`src/core/serc_pkg.sv`:
```
package serc_pkg;
    // ***********************************************
    // register word indices, byte address is index*4
    // ***********************************************
    localparam logic [7:0] ERRCFG_IDX = 8'h19;
    localparam logic [7:0] DEVCFG_IDX = 8'h1A;
    localparam logic [7:0] STATUS_IDX = 8'h18;
    localparam logic [7:0] RES0_IDX = 8'h00;
    localparam logic [7:0] MUXCFG_IDX = 8'h1B;
    localparam int ADDR_SHIFT = 2;
    localparam int NUM_CH = 4;
    localparam int CHAN_W = 2;
    // ***********************************************
    // error routing field positions
    // ***********************************************
    localparam int UR_OUT_BIT = 15;
    localparam int OR_OUT_BIT = 14;
    localparam int WD_OUT_BIT = 13;
    localparam int AH_OUT_BIT = 12;
    localparam int AL_OUT_BIT = 11;
    localparam int UR_IRQ_BIT = 7;
    localparam int OR_IRQ_BIT = 6;
    localparam int WD_IRQ_BIT = 5;
    localparam int AH_IRQ_BIT = 4;
    localparam int AL_IRQ_BIT = 3;
    localparam int ZC_IRQ_BIT = 2;
    localparam int RDY_IRQ_BIT = 0;
    localparam logic [15:0] ERRCFG_RESET = 16'h0000;
    localparam logic [15:0] ERRCFG_WMASK = 16'hF8FD;
    // ***********************************************
    // device config field positions
    // ***********************************************
    localparam int CHSEL_LSB = 14;
    localparam int SLEEP_BIT = 13;
    localparam int OVRD_BIT = 12;
    localparam int ACTSTYLE_BIT = 11;
    localparam int AMPOFF_BIT = 10;
    localparam int REFSEL_BIT = 9;
    localparam int IRQDIS_BIT = 7;
    localparam int BOOST_BIT = 6;
    localparam logic [15:0] DEVCFG_RESET = 16'h2801;
    // ***********************************************
    // status, result word and mux config field positions, bus and event codes
    // ***********************************************
    localparam int ST_CHAN_LSB = 14;
    localparam int ST_UR_BIT = 13;
    localparam int ST_OR_BIT = 12;
    localparam int ST_WD_BIT = 11;
    localparam int ST_AH_BIT = 10;
    localparam int ST_AL_BIT = 9;
    localparam int ST_ZC_BIT = 8;
    localparam int ST_RDY_BIT = 6;
    localparam int RES_UR_BIT = 15;
    localparam int RES_OR_BIT = 14;
    localparam int RES_WD_BIT = 13;
    localparam int RES_AE_BIT = 12;
    localparam int RES_DATA_W = 12;
    localparam int MUX_SCAN_BIT = 15;
    localparam logic [1:0] HTRANS_NONSEQ = 2'h2;
    typedef enum logic [2:0] {
        SERC_EV_UR,
        SERC_EV_OR,
        SERC_EV_WD,
        SERC_EV_AH,
        SERC_EV_AL,
        SERC_EV_ZC
    } serc_event_t;
endpackage

```
`src/core/serc_res_if.sv`:
```
`timescale 1ns/1ns
`default_nettype none
interface serc_res_if;
    logic wr_en;
    logic [1:0] wr_ch;
    logic [15:0] wr_data;
    logic [1:0] rd_ch;
    logic [15:0] rd_data;
    modport owner (output wr_en, output wr_ch, output wr_data, output rd_ch, input rd_data);
    modport store (input wr_en, input wr_ch, input wr_data, input rd_ch, output rd_data);
endinterface
`default_nettype wire

```
`src/core/serc_result_mem.sv`:
```
`timescale 1ns/1ns
`default_nettype none
module serc_result_mem (
    input wire logic sys_clk,
    input wire logic srst,
    serc_res_if.store res
);
    import serc_pkg::*;
    logic [15:0] mem_q [NUM_CH];
    logic [15:0] rd_q;
    // read data registered so the bus mux sees a flop
    always_ff @(posedge sys_clk) begin
        if (srst) begin
            for (int i = 0; i < NUM_CH; i++) begin
                mem_q[i] <= 16'h0000;
            end
        end else if (res.wr_en) begin
            mem_q[res.wr_ch] <= res.wr_data;
        end
    end
    always_ff @(posedge sys_clk) begin
        if (srst) begin
            rd_q <= 16'h0000;
        end else begin
            rd_q <= mem_q[res.rd_ch];
        end
    end
    assign res.rd_data = rd_q;
endmodule
`default_nettype wire

```
`src/core/serc_top.sv`:
```
// What this block does
// RULE1 - under-range routing bit set puts under-range flag into that channel's result word
// RULE2 - over-range routing bit set puts over-range flag into that channel's result word
// RULE3 - watchdog routing bit set puts timeout flag into that channel's result word
// RULE4 - amplitude-high routing bit marks amplitude error field of channel's result word
// RULE5 - amplitude-low routing bit marks amplitude error field of channel's result word
// RULE6 - under-range irq routing sets under-range status flag and asserts interrupt
// RULE7 - over-range irq routing sets over-range status flag and asserts interrupt
// RULE8 - watchdog irq routing sets timeout status flag and asserts interrupt
// RULE9 - amplitude-high irq routing sets amp-high status flag and asserts interrupt
// RULE10 - amplitude-low irq routing sets amp-low status flag and asserts interrupt
// RULE11 - zero-count irq routing sets zero-count status flag and asserts interrupt
// RULE12 - result-ready irq routing sets ready status flag and asserts interrupt
// RULE13 - scan off: convert continuously on channel chosen by two-bit select
// RULE14 - sleep bit high means asleep; resets to one
// RULE15 - drive override uses programmed per-channel drive current during conversion
// RULE16 - activation style zero drives maximum current, one uses programmed current
// RULE17 - amplitude correction off stops correction and freezes initial drive updates
// RULE18 - reference clock select: zero internal oscillator, one external pin
// RULE19 - interrupt pin disable bit stops pin assertion on status updates
// RULE20 - boosted drive clear: normal current; set: channel 0 above limit
// RULE21 - host must not set boosted drive while scanning is enabled
// RULE22 - host writes reserved bits with their documented values
// RULE23 - error and source channel stay latched until status or that result read
// RULE24 - scan enable one converts channel sequence, zero single channel
// RULE25 - interrupt pin active low, released when host reads status
// RULE26 - all routing bits reset to zero
//
// Local design decision: the AHB-Lite register port.
`timescale 1ns/1ns
`default_nettype none
module serc_top (
    input wire logic sys_clk,
    input wire logic srst,
    input wire logic hsel,
    input wire logic [31:0] haddr,
    input wire logic [1:0] htrans,
    input wire logic hwrite,
    input wire logic [2:0] hsize,
    input wire logic [31:0] hwdata,
    input wire logic hready,
    output logic [31:0] hrdata,
    output logic hreadyout,
    output logic hresp,
    input wire logic conv_done,
    input wire logic [serc_pkg::CHAN_W-1:0] conv_ch,
    input wire logic [serc_pkg::RES_DATA_W-1:0] conv_data,
    input wire logic [5:0] conv_err,
    input wire logic [serc_pkg::CHAN_W-1:0] scan_ch,
    input wire logic scan_round_done,
    output logic irq_out_n,
    output logic [serc_pkg::CHAN_W-1:0] active_channel,
    output logic sleep_active,
    output logic drive_override,
    output logic activation_style,
    output logic amp_correction_off,
    output logic refclk_select,
    output logic boosted_drive,
    output logic multichannel_scan_enable
);
    import serc_pkg::*;
    // ***********************************************
    // bus slave
    // ***********************************************
    logic [15:0] errcfg_q;
    logic [15:0] devcfg_q;
    logic [15:0] muxcfg_q;
    logic [15:0] status_q;
    logic dph_wr_q;
    logic dph_rd_q;
    logic [7:0] dph_idx_q;
    logic rd_pend_q;
    logic [7:0] rd_idx_q;
    logic [5:0] err_s;
    logic [5:0] err_q;
    logic done_s;
    logic done_q;
    logic [CHAN_W-1:0] ch_s;
    logic [CHAN_W-1:0] ch_q;
    logic [RES_DATA_W-1:0] data_s;
    logic [RES_DATA_W-1:0] data_q;
    logic [CHAN_W-1:0] sch_s;
    logic [CHAN_W-1:0] sch_q;
    logic rnd_s;
    logic rnd_q;
    serc_res_if res();
    function automatic logic [7:0] word_index(input logic [31:0] a);
        word_index = a[ADDR_SHIFT +: 8];
    endfunction
    wire logic addr_ok = hsel && hready && htrans == HTRANS_NONSEQ;
    wire logic status_rd = rd_pend_q && rd_idx_q == STATUS_IDX;
    wire logic result_rd = rd_pend_q && rd_idx_q[7:CHAN_W] == RES0_IDX[7:CHAN_W];
    always_ff @(posedge sys_clk) begin
        if (srst) begin
            dph_wr_q <= 1'b0;
            dph_rd_q <= 1'b0;
            dph_idx_q <= 8'h00;
        end else begin
            dph_wr_q <= addr_ok && hwrite;
            dph_rd_q <= addr_ok && !hwrite;
            // index held through the data phase, the master may move haddr on
            if (addr_ok) begin
                dph_idx_q <= word_index(haddr);
            end
        end
    end
    // two wait states on reads: result memory flop first, then the hrdata flop
    always_ff @(posedge sys_clk) begin
        if (srst) begin
            rd_pend_q <= 1'b0;
            rd_idx_q <= 8'h00;
            hreadyout <= 1'b1;
            hrdata <= 32'h0000_0000;
        end else begin
            rd_pend_q <= dph_rd_q;
            rd_idx_q <= dph_idx_q;
            hreadyout <= !(addr_ok && !hwrite) && !dph_rd_q;
            if (rd_pend_q) begin
                if (rd_idx_q == ERRCFG_IDX) begin
                    hrdata <= {16'h0000, errcfg_q};
                end else if (rd_idx_q == DEVCFG_IDX) begin
                    hrdata <= {16'h0000, devcfg_q};
                end else if (rd_idx_q == MUXCFG_IDX) begin
                    hrdata <= {16'h0000, muxcfg_q};
                end else if (rd_idx_q == STATUS_IDX) begin
                    hrdata <= {16'h0000, status_q};
                end else if (result_rd) begin
                    hrdata <= {16'h0000, res.rd_data};
                end else begin
                    hrdata <= 32'h0000_0000;
                end
            end
        end
    end
    always_ff @(posedge sys_clk) begin
        if (srst) begin
            hresp <= 1'b0;
        end else begin
            hresp <= 1'b0;
        end
    end
    // ***********************************************
    // configuration registers
    // ***********************************************
    always_ff @(posedge sys_clk) begin
        if (srst) begin
            errcfg_q <= ERRCFG_RESET; // RULE26
            devcfg_q <= DEVCFG_RESET; // RULE14
            muxcfg_q <= 16'h0000;
        end else if (dph_wr_q) begin
            // errcfg reserved bits 10 to 8 and bit 1 kept zero whatever the host writes, devcfg and muxcfg taken as written
            if (dph_idx_q == ERRCFG_IDX) begin
                errcfg_q <= hwdata[15:0] & ERRCFG_WMASK; // RULE22
            end
            if (dph_idx_q == DEVCFG_IDX) begin
                devcfg_q <= hwdata[15:0];
            end
            if (dph_idx_q == MUXCFG_IDX) begin
                muxcfg_q <= hwdata[15:0];
            end
        end
    end
    // ***********************************************
    // event synchronisers
    // ***********************************************
    always_ff @(posedge sys_clk) begin
        if (srst) begin
            err_s <= 6'h00;
            err_q <= 6'h00;
            done_s <= 1'b0;
            done_q <= 1'b0;
            ch_s <= 2'h0;
            ch_q <= 2'h0;
            data_s <= 12'h000;
            data_q <= 12'h000;
            sch_s <= 2'h0;
            sch_q <= 2'h0;
            rnd_s <= 1'b0;
            rnd_q <= 1'b0;
        end else begin
            err_s <= conv_err;
            err_q <= err_s;
            done_s <= conv_done;
            done_q <= done_s;
            ch_s <= conv_ch;
            ch_q <= ch_s;
            data_s <= conv_data;
            data_q <= data_s;
            sch_s <= scan_ch;
            sch_q <= sch_s;
            rnd_s <= scan_round_done;
            rnd_q <= rnd_s;
        end
    end
    // ***********************************************
    // result words
    // ***********************************************
    logic [15:0] res_word;
    always_comb begin
        res_word = {4'h0, data_q};
        res_word[RES_UR_BIT] = err_q[SERC_EV_UR] && errcfg_q[UR_OUT_BIT]; // RULE1
        res_word[RES_OR_BIT] = err_q[SERC_EV_OR] && errcfg_q[OR_OUT_BIT]; // RULE2
        res_word[RES_WD_BIT] = err_q[SERC_EV_WD] && errcfg_q[WD_OUT_BIT]; // RULE3
        res_word[RES_AE_BIT] = (err_q[SERC_EV_AH] && errcfg_q[AH_OUT_BIT]) // RULE4
            || (err_q[SERC_EV_AL] && errcfg_q[AL_OUT_BIT]); // RULE5
    end
    assign res.wr_en = done_q && !devcfg_q[SLEEP_BIT];
    assign res.wr_ch = ch_q;
    assign res.wr_data = res_word;
    assign res.rd_ch = dph_idx_q[CHAN_W-1:0];
    serc_result_mem u_mem (
        .sys_clk(sys_clk),
        .srst(srst),
        .res(res)
    );
    // ***********************************************
    // status latch
    // ***********************************************
    logic [5:0] ev_routed;
    logic rdy_routed;
    logic rdy_event;
    always_comb begin
        ev_routed = 6'h00;
        ev_routed[SERC_EV_UR] = err_q[SERC_EV_UR] && errcfg_q[UR_IRQ_BIT]; // RULE6
        ev_routed[SERC_EV_OR] = err_q[SERC_EV_OR] && errcfg_q[OR_IRQ_BIT]; // RULE7
        ev_routed[SERC_EV_WD] = err_q[SERC_EV_WD] && errcfg_q[WD_IRQ_BIT]; // RULE8
        ev_routed[SERC_EV_AH] = err_q[SERC_EV_AH] && errcfg_q[AH_IRQ_BIT]; // RULE9
        ev_routed[SERC_EV_AL] = err_q[SERC_EV_AL] && errcfg_q[AL_IRQ_BIT]; // RULE10
        ev_routed[SERC_EV_ZC] = err_q[SERC_EV_ZC] && errcfg_q[ZC_IRQ_BIT]; // RULE11
        if (!res.wr_en) begin
            ev_routed = 6'h00;
        end
    end
    // in scan mode ready means the whole round is in
    assign rdy_event = muxcfg_q[MUX_SCAN_BIT] ? (rnd_q && !devcfg_q[SLEEP_BIT]) : res.wr_en; // RULE24
    assign rdy_routed = rdy_event && errcfg_q[RDY_IRQ_BIT]; // RULE12
    wire logic err_clear = status_rd
        || (result_rd && rd_idx_q[CHAN_W-1:0] == status_q[ST_CHAN_LSB +: CHAN_W]);
    wire logic any_new = |ev_routed || rdy_routed;
    always_ff @(posedge sys_clk) begin
        if (srst) begin
            status_q <= 16'h0000;
        end else begin
            // new event beats the read clear in the same cycle
            if (err_clear) begin // RULE23
                status_q[ST_UR_BIT:ST_ZC_BIT] <= 6'h00;
                status_q[ST_RDY_BIT] <= 1'b0;
            end
            if (|ev_routed) begin
                status_q[ST_UR_BIT] <= ev_routed[SERC_EV_UR] || (status_q[ST_UR_BIT] && !err_clear);
                status_q[ST_OR_BIT] <= ev_routed[SERC_EV_OR] || (status_q[ST_OR_BIT] && !err_clear);
                status_q[ST_WD_BIT] <= ev_routed[SERC_EV_WD] || (status_q[ST_WD_BIT] && !err_clear);
                status_q[ST_AH_BIT] <= ev_routed[SERC_EV_AH] || (status_q[ST_AH_BIT] && !err_clear);
                status_q[ST_AL_BIT] <= ev_routed[SERC_EV_AL] || (status_q[ST_AL_BIT] && !err_clear);
                status_q[ST_ZC_BIT] <= ev_routed[SERC_EV_ZC] || (status_q[ST_ZC_BIT] && !err_clear);
                status_q[ST_CHAN_LSB +: CHAN_W] <= ch_q; // RULE23
            end
            if (rdy_routed) begin
                status_q[ST_RDY_BIT] <= 1'b1;
            end
        end
    end
    // ***********************************************
    // interrupt pin
    // ***********************************************
    always_ff @(posedge sys_clk) begin
        if (srst) begin
            irq_out_n <= 1'b1;
        end else if (any_new && !devcfg_q[IRQDIS_BIT]) begin // RULE19
            irq_out_n <= 1'b0;
        end else if (status_rd) begin // RULE25
            irq_out_n <= 1'b1;
        end
    end
    // ***********************************************
    // control outputs to the conversion core
    // ***********************************************
    always_ff @(posedge sys_clk) begin
        if (srst) begin
            active_channel <= 2'h0;
            sleep_active <= 1'b1;
            drive_override <= 1'b0;
            activation_style <= 1'b1;
            amp_correction_off <= 1'b0;
            refclk_select <= 1'b0;
            boosted_drive <= 1'b0;
            multichannel_scan_enable <= 1'b0;
        end else begin
            multichannel_scan_enable <= muxcfg_q[MUX_SCAN_BIT]; // RULE24
            active_channel <= muxcfg_q[MUX_SCAN_BIT] ? sch_q : devcfg_q[CHSEL_LSB +: CHAN_W]; // RULE13
            sleep_active <= devcfg_q[SLEEP_BIT]; // RULE14
            drive_override <= devcfg_q[OVRD_BIT]; // RULE15
            activation_style <= devcfg_q[ACTSTYLE_BIT]; // RULE16
            amp_correction_off <= devcfg_q[AMPOFF_BIT]; // RULE17
            refclk_select <= devcfg_q[REFSEL_BIT]; // RULE18
            // boost is channel 0 only and unsupported while scanning
            boosted_drive <= devcfg_q[BOOST_BIT] && !muxcfg_q[MUX_SCAN_BIT]; // RULE20 RULE21
        end
    end
endmodule
`default_nettype wire

```
`config.mk`:
```
export PLATFORM = sky130hd
export DESIGN_NAME = serc_top
export DESIGN_NICKNAME = d
export VERILOG_FILES = /design/src/core/serc_pkg.sv /design/src/core/serc_res_if.sv /design/src/core/serc_result_mem.sv /design/src/core/serc_top.sv
export SDC_FILE = /design/constraint.sdc
export NUM_CORES = 1
export LEC_CHECK = 0
export BUFFER_PORTS_ARGS = -buffer_cell sky130_fd_sc_hd__buf_2
export CAP_MARGIN = 15
export CORE_MARGIN = 2
export CORE_UTILIZATION = 56
export DETAILED_ROUTE_END_ITERATION = 10
export PLACE_DENSITY = 0.76
export SKIP_LAST_GASP = 1
export SLEW_MARGIN = 20
export SYNTH_ARGS = -nofsm -noshare
export SYNTH_HDL_FRONTEND = slang
export SYNTH_SLANG_ARGS = --single-unit
```
`constraint.sdc`:
```
create_clock -name sys_clk -period 3.3 [get_ports sys_clk]
set_input_delay 0.99 -clock sys_clk [delete_from_list [all_inputs] [get_ports sys_clk]]
set_output_delay 0.99 -clock sys_clk [all_outputs]
set_load 0.01 [all_outputs]
```
## Word-level counts from Yosys, hierarchy flattened

Memories as Yosys holds them, arrays and structs flattened. A register that Yosys moved wholly into a read port is not among the register bits.
Index checks and enable logic that the tools add are counted.

- Register bits: 163
- Memory bits (writable): 64
- Input port bits: 98
- Output and inout port bits: 44
- Word-level logic and storage cells: 121
- Memories: 1

- Equality and inequality tests: 9
- Multiplexer cells: 22
- Reductions and logical operators: 55

Memories:

| memory | depth | bits a word | read ports | clocked after Yosys merged registers in | write ports | RTL line | text |
|---|---|---|---|---|---|---|---|
| u_mem.mem_q | 4 | 16 | 1 | 1 | 4 | serc_result_mem.sv:9 | `logic [15:0] mem_q [NUM_CH];` |

Operator list:

| cell | count |
|---|---|
| 2-to-1 mux 16 bit | 6 |
| == test 8 x 5 -> 1 bit, second input constant | 7 |
| logical AND 1 bit | 30 |
| 2-to-1 mux 6 bit | 3 |
| OR reduction 16 bit | 1 |
| 2-to-1 mux 1 bit | 11 |
| logical OR 1 bit | 9 |
| zero test 1 bit | 7 |
| zero test 6 bit | 1 |
| AND reduction 2 bit | 3 |
| nonzero test 2 bit | 3 |
| OR reduction 6 bit | 1 |
| 2-to-1 mux 2 bit | 2 |
| == test 2 bit | 1 |
| == test 2 bit, second input constant | 1 |

## Depth between registers and ports, before layout

Gate-level depths: netlist (run 1).

- Depth after elaboration: 8
- Gate-level depth with buffers: 6
- Mapped depth without buffers: 4

## Cells and area by module

From an unflattened synthesis (run 1), not the netlist that was laid out.

- Cell total of the unflattened synthesis: 786
- Area total of the unflattened synthesis: 8906.0 um^2

By module, submodules not included:

| module | times used | cells an instance | area an instance (um^2) | seq. area each (um^2) |
|---|---|---|---|---|
| serc_top | 1 | 570 | 5630.4 | 2942.8 |
| serc_result_mem | 1 | 216 | 3275.6 | 2242.2 |

## Least setup slack after synthesis (run 1)

OpenSTA, ideal clock, no wires.

- Path type: input -> register
- Start point: input srst
- End point: memory u_mem.mem_q[0][0] (enable)
- Library setup time: 0.375 ns
- Arrival time: 2.263 ns
- Data required time: 2.925 ns
- Path slack: 0.663 ns
- Stages: 5
- Buffers on the path: 2
- Cells stage by stage: clkbuf_1 nand2b_1 clkbuf_1 or3_1 nand2b_1

RTL lines:

| item | RTL line | text |
|---|---|---|
| start: declaration | serc_top.sv:34 | `input wire logic srst,` |
| end: declaration | serc_result_mem.sv:9 |  |

## Final worst setup path (run 1)

- Start point: register rd_idx_q[2]
- End point: register hrdata[8]

- Longest elaborated chain between the ends: 7
- Elaborated cells on any way between the ends: 11
- Classes of those cells: 4 x eq/ne; 5 x mux; 2 x reduce/logical

RTL lines:

| item | RTL line | text |
|---|---|---|
| start: declaration | serc_top.sv:73 | `logic [7:0] rd_idx_q;` |
| start signal: assignment | serc_top.sv:116 | `rd_idx_q <= dph_idx_q;` |
| zero test 6 bit | serc_top.sv:92 | `wire logic result_rd = rd_pend_q && rd_idx_q[7:CHAN_W] == RES0_IDX[7:CHAN_W];` |
| logical AND 1 bit | serc_top.sv:92 |  |
| 2-to-1 mux 16 bit | serc_top.sv:127 | `end else if (result_rd) begin` |
| 2-to-1 mux 16 bit | serc_top.sv:125 | `end else if (rd_idx_q == STATUS_IDX) begin` |
| 2-to-1 mux 16 bit | serc_top.sv:123 | `end else if (rd_idx_q == MUXCFG_IDX) begin` |
| 2-to-1 mux 16 bit | serc_top.sv:121 | `end else if (rd_idx_q == DEVCFG_IDX) begin` |
| 2-to-1 mux 16 bit (*) | serc_top.sv:119 | `if (rd_idx_q == ERRCFG_IDX) begin` |
| end signal: assignment | serc_top.sv:120 | `hrdata <= {16'h0000, errcfg_q};` |
| end signal: assignment | serc_top.sv:122 | `hrdata <= {16'h0000, devcfg_q};` |
| end signal: assignment | serc_top.sv:124 | `hrdata <= {16'h0000, muxcfg_q};` |
| end: declaration | serc_top.sv:42 | `output logic [31:0] hrdata,` |

Every way passes the cells marked *; elsewhere a longest branch is shown, timed or not.
A chain may end at the register's enable or synchronous reset.

==> results of run 1 <==
## power by group through the flow
stage                     logic (mW)  registers [mW]  clock network [mW]
after floorplan                0.131            3.00                   0
after global placement         0.177            3.01                   0
after detailed placement       0.184            3.02                   0
after CTS                      0.184            2.96                2.72
after global routing           0.200            2.96                2.83
final                          0.183            2.96                2.68
## sequential cells by signal (all words and copies together) (netlist names), 2 cells and up
register / flops
muxcfg_q: 16
err_s: 6
sch_s: 2
errcfg_q: 12
err_q: 6
active_channel: 2
dph_idx_q: 8
devcfg_q: 16
ch_s: 2
u_mem.res.rd_data: 16
rd_idx_q: 8
u_mem.mem_q: 64
data_s: 12
data_q: 12
ch_q: 2
status_q: 9
hrdata: 16
sch_q: 2
## final timing paths
path,to,slack (ns),cells after the start
worst max-delay path,hrdata[8],0.90,4
worst min-delay path,data_q[7],0.44,1
worst max register to register,hrdata[8],0.90,4
worst min register to register,data_q[7],0.44,1
## worst reg2reg max path: cells and delay by family, from the launching register on
kind / cells / cell delay, ns
AND/OR/NAND/NOR: 3 / 1.70
flip-flops: 1 / 0.32
AO/OA/AOI/OAI: 1 / 0.28
## metal layers
layer | share of wire (%) | wire length (microns)
met1 | 43 | 7870
met4 | 2.6 | 470
met5 | 0 | 0
met2 | 50 | 9100
met3 | 4.7 | 858
## layout by cell type, fill, tap and decap left out, drive strengths merged, types with 5 or more instances in the layout
cell	synthesis	routed
nand3b	5	5
o21ai	8	8
nor3	6	6
a31oi	15	15
nor3b	7	7
nor4	10	10
edfxtp	64	64
dfxtp	163	163
mux4	16	16
nor2b	88	88
nand2b	8	8
nor2	77	77
a32o	10	10
a21oi	9	9
and2	49	49
buf	35	101
mux2i	47	47
nand2	36	36
inv	3	6
clkbuf	31	34
conb	1	17
a21o	6	6
nand3	12	12
## area by class of cell
class | instances | area share (%)
well taps | 211 | 2.59
inverters | 3 | 0.110
clock buffers | 34 | 7.15
repair buffers | 101 | 5.47
clock inverters | 8 | 0.748
flip-flops and latches | 227 | 50.8
multi-input cells | 481 | 33.1
## logic make-up after synthesis
family                    Yosys count  synth area share (%)
other                               1                0.0423
AOI/OAI and AO/OA                  82                  7.23
DFF                               227                  58.5
xor gates and xnor gates            3                 0.297
and+or+nand+nor                   315                  20.4
muxes                              64                  9.51
buffers and inverters              69                  4.01
## stage by stage
step	area (sq um)	setup slack, ns
6_report	10200	0.903
2_1_floorplan	8920	0.663
4_1_cts	10200	0.922
3_5_place_dp	9390	0.606
3_3_place_gp	9390	0.650
5_1_grt	10200	0.796
==> run metrics, run 1 <==
Sinks on Clock Net=about 230; number of vias per cell after detailed routing=approximately 5.4; beginning of the worst register-to-register path=rd_idx_q[2]; kind of critical path=register to register; utilization after layout=approximately two thirds; Logic pwr share=approximately 3.1%; Filler Cells Inserted=around 1.2k; post-route fraction of the period consumed by the critical path=slightly above 70%; Max Clk Rate=417 MHz; Worst Hold Slack=around 0.44 ns; share of final-layout standard cells stronger than drive strength 1=between 20% and 30%; Post-DP HPWL=around 13000 microns; Worst setup startpoint=rd_idx_q[2]; Residual DRC=0; number of buffers added by the clock tree synthesis step=23; Post-Syn Area=slightly below 0.009 sq mm; multi-input combinational cell area=~0.0034 sq mm; GRT overflow=0; quantity of hold-fixing buffers added after cts=0; synthesized instance count=approximately 760; Worst Hold Launch=data_s[7]; H-tree lvl count=1; number of flops mapped to enable cells by yosys=between 60 and 70; chip width=about 130 microns; buffer levels on the longest clock path=3; internal cell power=4.62 mW; worst slew slack as a fraction of its limit=42.9%; sequential cell area=roughly 0.0052 sq mm; Total Routed Length=between 15000 and 20000 microns; clock share of power=a little under half; Row Count=45; Net Switching=around 1.2 mW; library cell with the highest instance count after synthesis=dfxtp_1; type of origin of the critical path=register; met1 Resource Use GR=between 20% and 30%; largest cells by area after synthesis=dfxtp_1 (37%), edfxtp_1 (22%), nor2b_1 (6.2%); share of synthesized registers carrying an async set or reset=0%; post-synth top area cell=dfxtp_1; final setup vio count=0; number of synthesized register bits=between 200 and 250; worst-margin pin slew=about 0.86 ns; number of diodes=0; signal arrival time at the worst endpoint=2.80 ns; Initial Utilization=a little under 60%; Flop pwr share=50.8%; clock insertion delay at the later pin of the skew report=around 0.5 ns; final estimated routing congestion in global placement=~0.87; kind of capture point of the worst setup path=register; first-pass GRT wire length=29100 microns; number of detailed-routing iterations run before antenna repair=5; Boundary Pins=142; critical-path cell list=or4_1, nor2_1, nand2_1, a32o_1; total number of nets in the final design=935; Data required, critical path=approximately 3.7 ns; gr usage total=around 22%; switching part of the total=between 20% and 30%; drt wl/cell=between 15 and 20 microns; final hold vios=0; crit path buf inv count=0; maximum number of pins on one net before global-route repair=51; critical path's top delay family=simple AND/OR/NAND/NOR gates; mean cell area of the mapped netlist=between 10 and 15 sq um; post-layout minimum cycle time=approximately 2.4 ns; vias after detailed routing=a little under 6k; antenna violations before repair=0; result of the run=completed; GRT Max-Usage Layer=met2; CTS Root Buffer Type=clkbuf_16; worst vdd ir=approximately 400 uV; placed instance count=1023; clock-pin slew on the worst setup and hold paths=0.06 ns; Final Skew=between 0.01 and 0.015 ns; primary flip-flop cell chosen by synthesis mapping=dfxtp_1; Max Fanout on Critical Path=11; met2 Resource Use GR=between 30% and 40%; Die Area=between 0.015 and 0.02 sq mm; Power Dens Cells=about 570 mW/mm^2; detailed router's first-iteration violation count=450; top cells by count, synth=dfxtp_1 (163), nor2b_1 (88), nor2_1 (77); Cell Count, Final, Fillers Out=about 1.1k; grt met3 use=4.14%; unique cell type count in the Yosys netlist=56; Core Footprint=~0.015 sq mm; post-synthesis sequential area ratio=between 50% and 60%; CTS tree=done; Routed Antenna Nets=0; height of the chip=between 100 and 150 microns; Yosys top cell area share=between 30% and 40%; cell at the slowest stage of the critical path=or4_1; maxcap violations=0; Setup Buffers After CTS=0; class of the tightest hold or removal check=register to register; final total negative setup slack=0 ns; vias in the first global route=~5.8k; unrepaired setup endpoints after global routing=false; Synth warnings=0; total chip power=between 5 and 6 mW; count of buffers inserted at the top-level ports=81; Resized Gates After CTS=0; area added between synthesis and finish=15.2%; leakage power total=around 3.9 nW; delay of the slowest cell on the worst path=0.83 ns; count of pins over their slew limit=0
Power figures use the tool's default switching activity.
==> run 2: changes to the inputs <==
--- a/config.mk
+++ b/config.mk
@@ -8,9 +8,9 @@
 export BUFFER_PORTS_ARGS = -buffer_cell sky130_fd_sc_hd__buf_2
 export CAP_MARGIN = 15
 export CORE_MARGIN = 2
-export CORE_UTILIZATION = 56
+export CORE_UTILIZATION = 51
 export DETAILED_ROUTE_END_ITERATION = 10
-export PLACE_DENSITY = 0.76
+export PLACE_DENSITY = 0.73
 export SKIP_LAST_GASP = 1
 export SLEW_MARGIN = 20
 export SYNTH_ARGS = -nofsm -noshare
==> constraint.sdc (replaced) <==
create_clock -name sys_clk -period 2.1 [get_ports sys_clk]
set_input_delay 0.63 -clock sys_clk [delete_from_list [all_inputs] [get_ports sys_clk]]
set_output_delay 0.63 -clock sys_clk [all_outputs]
set_load 0.01 [all_outputs]
==> run 2 against run 1 <==
  * Count of clock-buffer cells in the layout stayed put
  * Sequential share of layout area shrank 0.62 points
  * Power grew 52%
  * Cell count rose by 3.0%
  * Die area grew 9.5%
  * Global-route usage is 2.5 points lower
  * Combinational power up 63%
  * Highest routed layer unchanged
  * First-iteration DRC count down 6.9%
  * Clock skew shrank 0.0028 ns
  * Largest cell class unchanged
  * Flip-flop and latch count did not move
  * Worst setup slack worse by 0.73 ns
  * Fmax grew 25%
==> run metrics, run 2 (synthesis gave the netlist of run 1 again) <==
result of the run=completed; GRT overflow=0 (unchanged); worst vdd ir=672 uV (+65%); Max Clk Rate=520 MHz (+25%); wl on met1=7810 microns (-0.69%); sequential cell area=0.00518 sq mm (unchanged); kind of critical path=register to register; most frequent standard cell in the layout excluding fill and tap cells=dfxtp_1; worst slew slack as a fraction of its limit=56.6% (+14 points); Row Count=48 (+6.7%); class of the tightest hold or removal check=input pin to register; Max Fanout on Critical Path=16 (+5); delay of the slowest cell on the worst path=0.51 ns (-0.32 ns); multi-input combinational cell area=0.00339 sq mm (+0.30%); final hold vios=0 (unchanged); crit path buf inv count=1 (+1); worst-margin pin slew=0.648 ns (-0.208 ns); register with the most flip-flops=u_mem.mem_q; gr usage total=19.6% (-2.5 points); flip-flop count of the largest register after layout=64 (unchanged); first-pass GRT wire length=28500 microns (-2.3%); setup slack after layout=0.176 ns (-0.727 ns); met3 wire length=1180 microns (+38%); height of the chip=136 microns (+4.6%); clock-pin slew on the worst setup and hold paths=0.06 ns (about the same); final std cell area, no fill=0.0103 sq mm (+1.2%); H-tree lvl count=1 (unchanged); type of origin of the critical path=register; Residual DRC=0 (unchanged); antenna violations before repair=0 (unchanged); kind of capture point of the worst setup path=register; area added between synthesis and finish=16.6%; leakage power total=3.91 nW (+1.3%); DR top layer=met4; critical-path cell list=or4_1, buf_4, o31ai_2, a21o_1, a31oi_1; CTS Root Buffer Type=clkbuf_16; final estimated routing congestion in global placement=0.861 (-1.3%); number of detailed-routing iterations run before antenna repair=5 (unchanged); clock insertion delay at the later pin of the skew report=0.50 ns (about the same); drt wl/cell=16.2 microns (-5.7%); vias after detailed routing=5767 (-0.035%); placed standard-cell area=0.00959 sq mm (+2.1%); post-layout minimum cycle time=1.92 ns (-0.473 ns); maximum number of pins on one net before global-route repair=60 (+18%); Worst Hold Slack=0.332 ns (-0.104 ns); count of buffers inserted at the top-level ports=81 (unchanged); Cell Count, Final, Fillers Out=1097 (+3.0%); chip width=136 microns (+4.6%); commonest cells after routing, fill and taps aside=dfxtp_1 (163), nor2b_1 (88), buf_2 (80); critical path's top delay family=compound AO/OA/AOI/OAI gates; buffer levels on the longest clock path=3 (unchanged); number of vias per cell after detailed routing=5.26 (-3.0%); Power Dens Cells=858 mW/mm^2 (+50%); Setup Buffers After CTS=0 (unchanged); number of buffers added by the clock tree synthesis step=23 (unchanged); Routed met2 length=8380 microns (-7.9%); total number of nets in the final design=953 (+1.9%); Initial Utilization=51.7% (-6.1 points); unrepaired setup endpoints after global routing=false; share of final-layout standard cells stronger than drive strength 1=22.5% (+1.4 points); Filler Cells Inserted=1449 (+25%); Die Area=0.0184 sq mm (+9.5%); Total Routed Length=17800 microns (-2.9%); signal arrival time at the worst endpoint=2.30 ns (-0.50 ns); quantity of hold-fixing buffers added after cts=0 (unchanged); Core Footprint=0.0171 sq mm (+12%); maxcap violations=0 (unchanged); Data required, critical path=2.48 ns (-1.22 ns); Routed Antenna Nets=0 (unchanged); count of pins over their slew limit=0 (unchanged); detailed router's first-iteration violation count=419 (-6.9%); Final Skew=0.00949 ns (-0.00284 ns); Resized Gates After CTS=0 (unchanged); cell at the slowest stage of the critical path=or4_1; Post-DP HPWL=12400 microns (-0.85%); number of diodes=0 (unchanged); final setup vio count=0 (unchanged); CTS tree=done; Boundary Pins=142 (unchanged); post-route fraction of the period consumed by the critical path=91.6% (+19 points); placed instance count=1055 (+3.1%); Post-Place Setup Slack=-0.0486 ns (-0.655 ns); Sinks on Clock Net=227 (unchanged); total chip power=8.86 mW (+52%); vias in the first global route=5446 (-6.0%)
-- run 2: cell types whose count changed in the layout (fill, tap and decap cells not counted), moves of 2 or more --
cell        change
clkinvlp_4      +2
clkbuf_1        +5
nand2b_2        +2
clkbuf_8        -3
buf_4          +15
nand2b_1        -2
clkbuf_16       -2
buf_12          +3
-- run 2: through the flow --
| step | util, % | TNS, ns |
|---|---|---|
| 6_report | 60.3 | 0 |
| 4_1_cts | 60.3 | 0 |
| 3_5_place_dp | 56.0 | -0.435 |
| 3_3_place_gp | 56.0 | -0.142 |
| 2_1_floorplan | - | 0 |
| 5_1_grt | 60.3 | 0 |
-- run 2: layout make-up --
| class | count | share of cell area (%) |
|---|---|---|
| tap | 225 | 2.73 |
| multi-input combinational | 481 | 32.8 |
| clock inverter | 8 | 0.727 |
| clock buffer | 34 | 6.36 |
| inverter | 3 | 0.109 |
| sequential | 227 | 50.2 |
| timing repair buffer | 119 | 7.08 |
-- run 2: metal layers --
layer | up-vias | global-route usage [%]
met5 | - | 0
met4 | 0 | 6.08
met3 | 37 | 3.78
met2 | 162 | 31.9
met1 | 2760 | 26.7
li1 | 2808 | -
-- run 2: final timing paths --
kind                            cells past startpoint   endpoint  slack, ns         from
worst max-delay path                                5  hrdata[5]       0.18  rd_idx_q[2]
worst min-delay path                                2   sch_s[0]       0.33   scan_ch[0]
worst max register to register                      5  hrdata[5]       0.18  rd_idx_q[2]
worst min register to register                      1   sch_q[1]       0.43     sch_s[1]
-- run 2: power breakdown --
part	switching, mW	total [mW]	internal [mW]
clock	1.62	3.91	2.30
combinational	0.167	0.299	0.132
sequential	0.0472	4.65	4.60
total	1.83	8.86	7.03
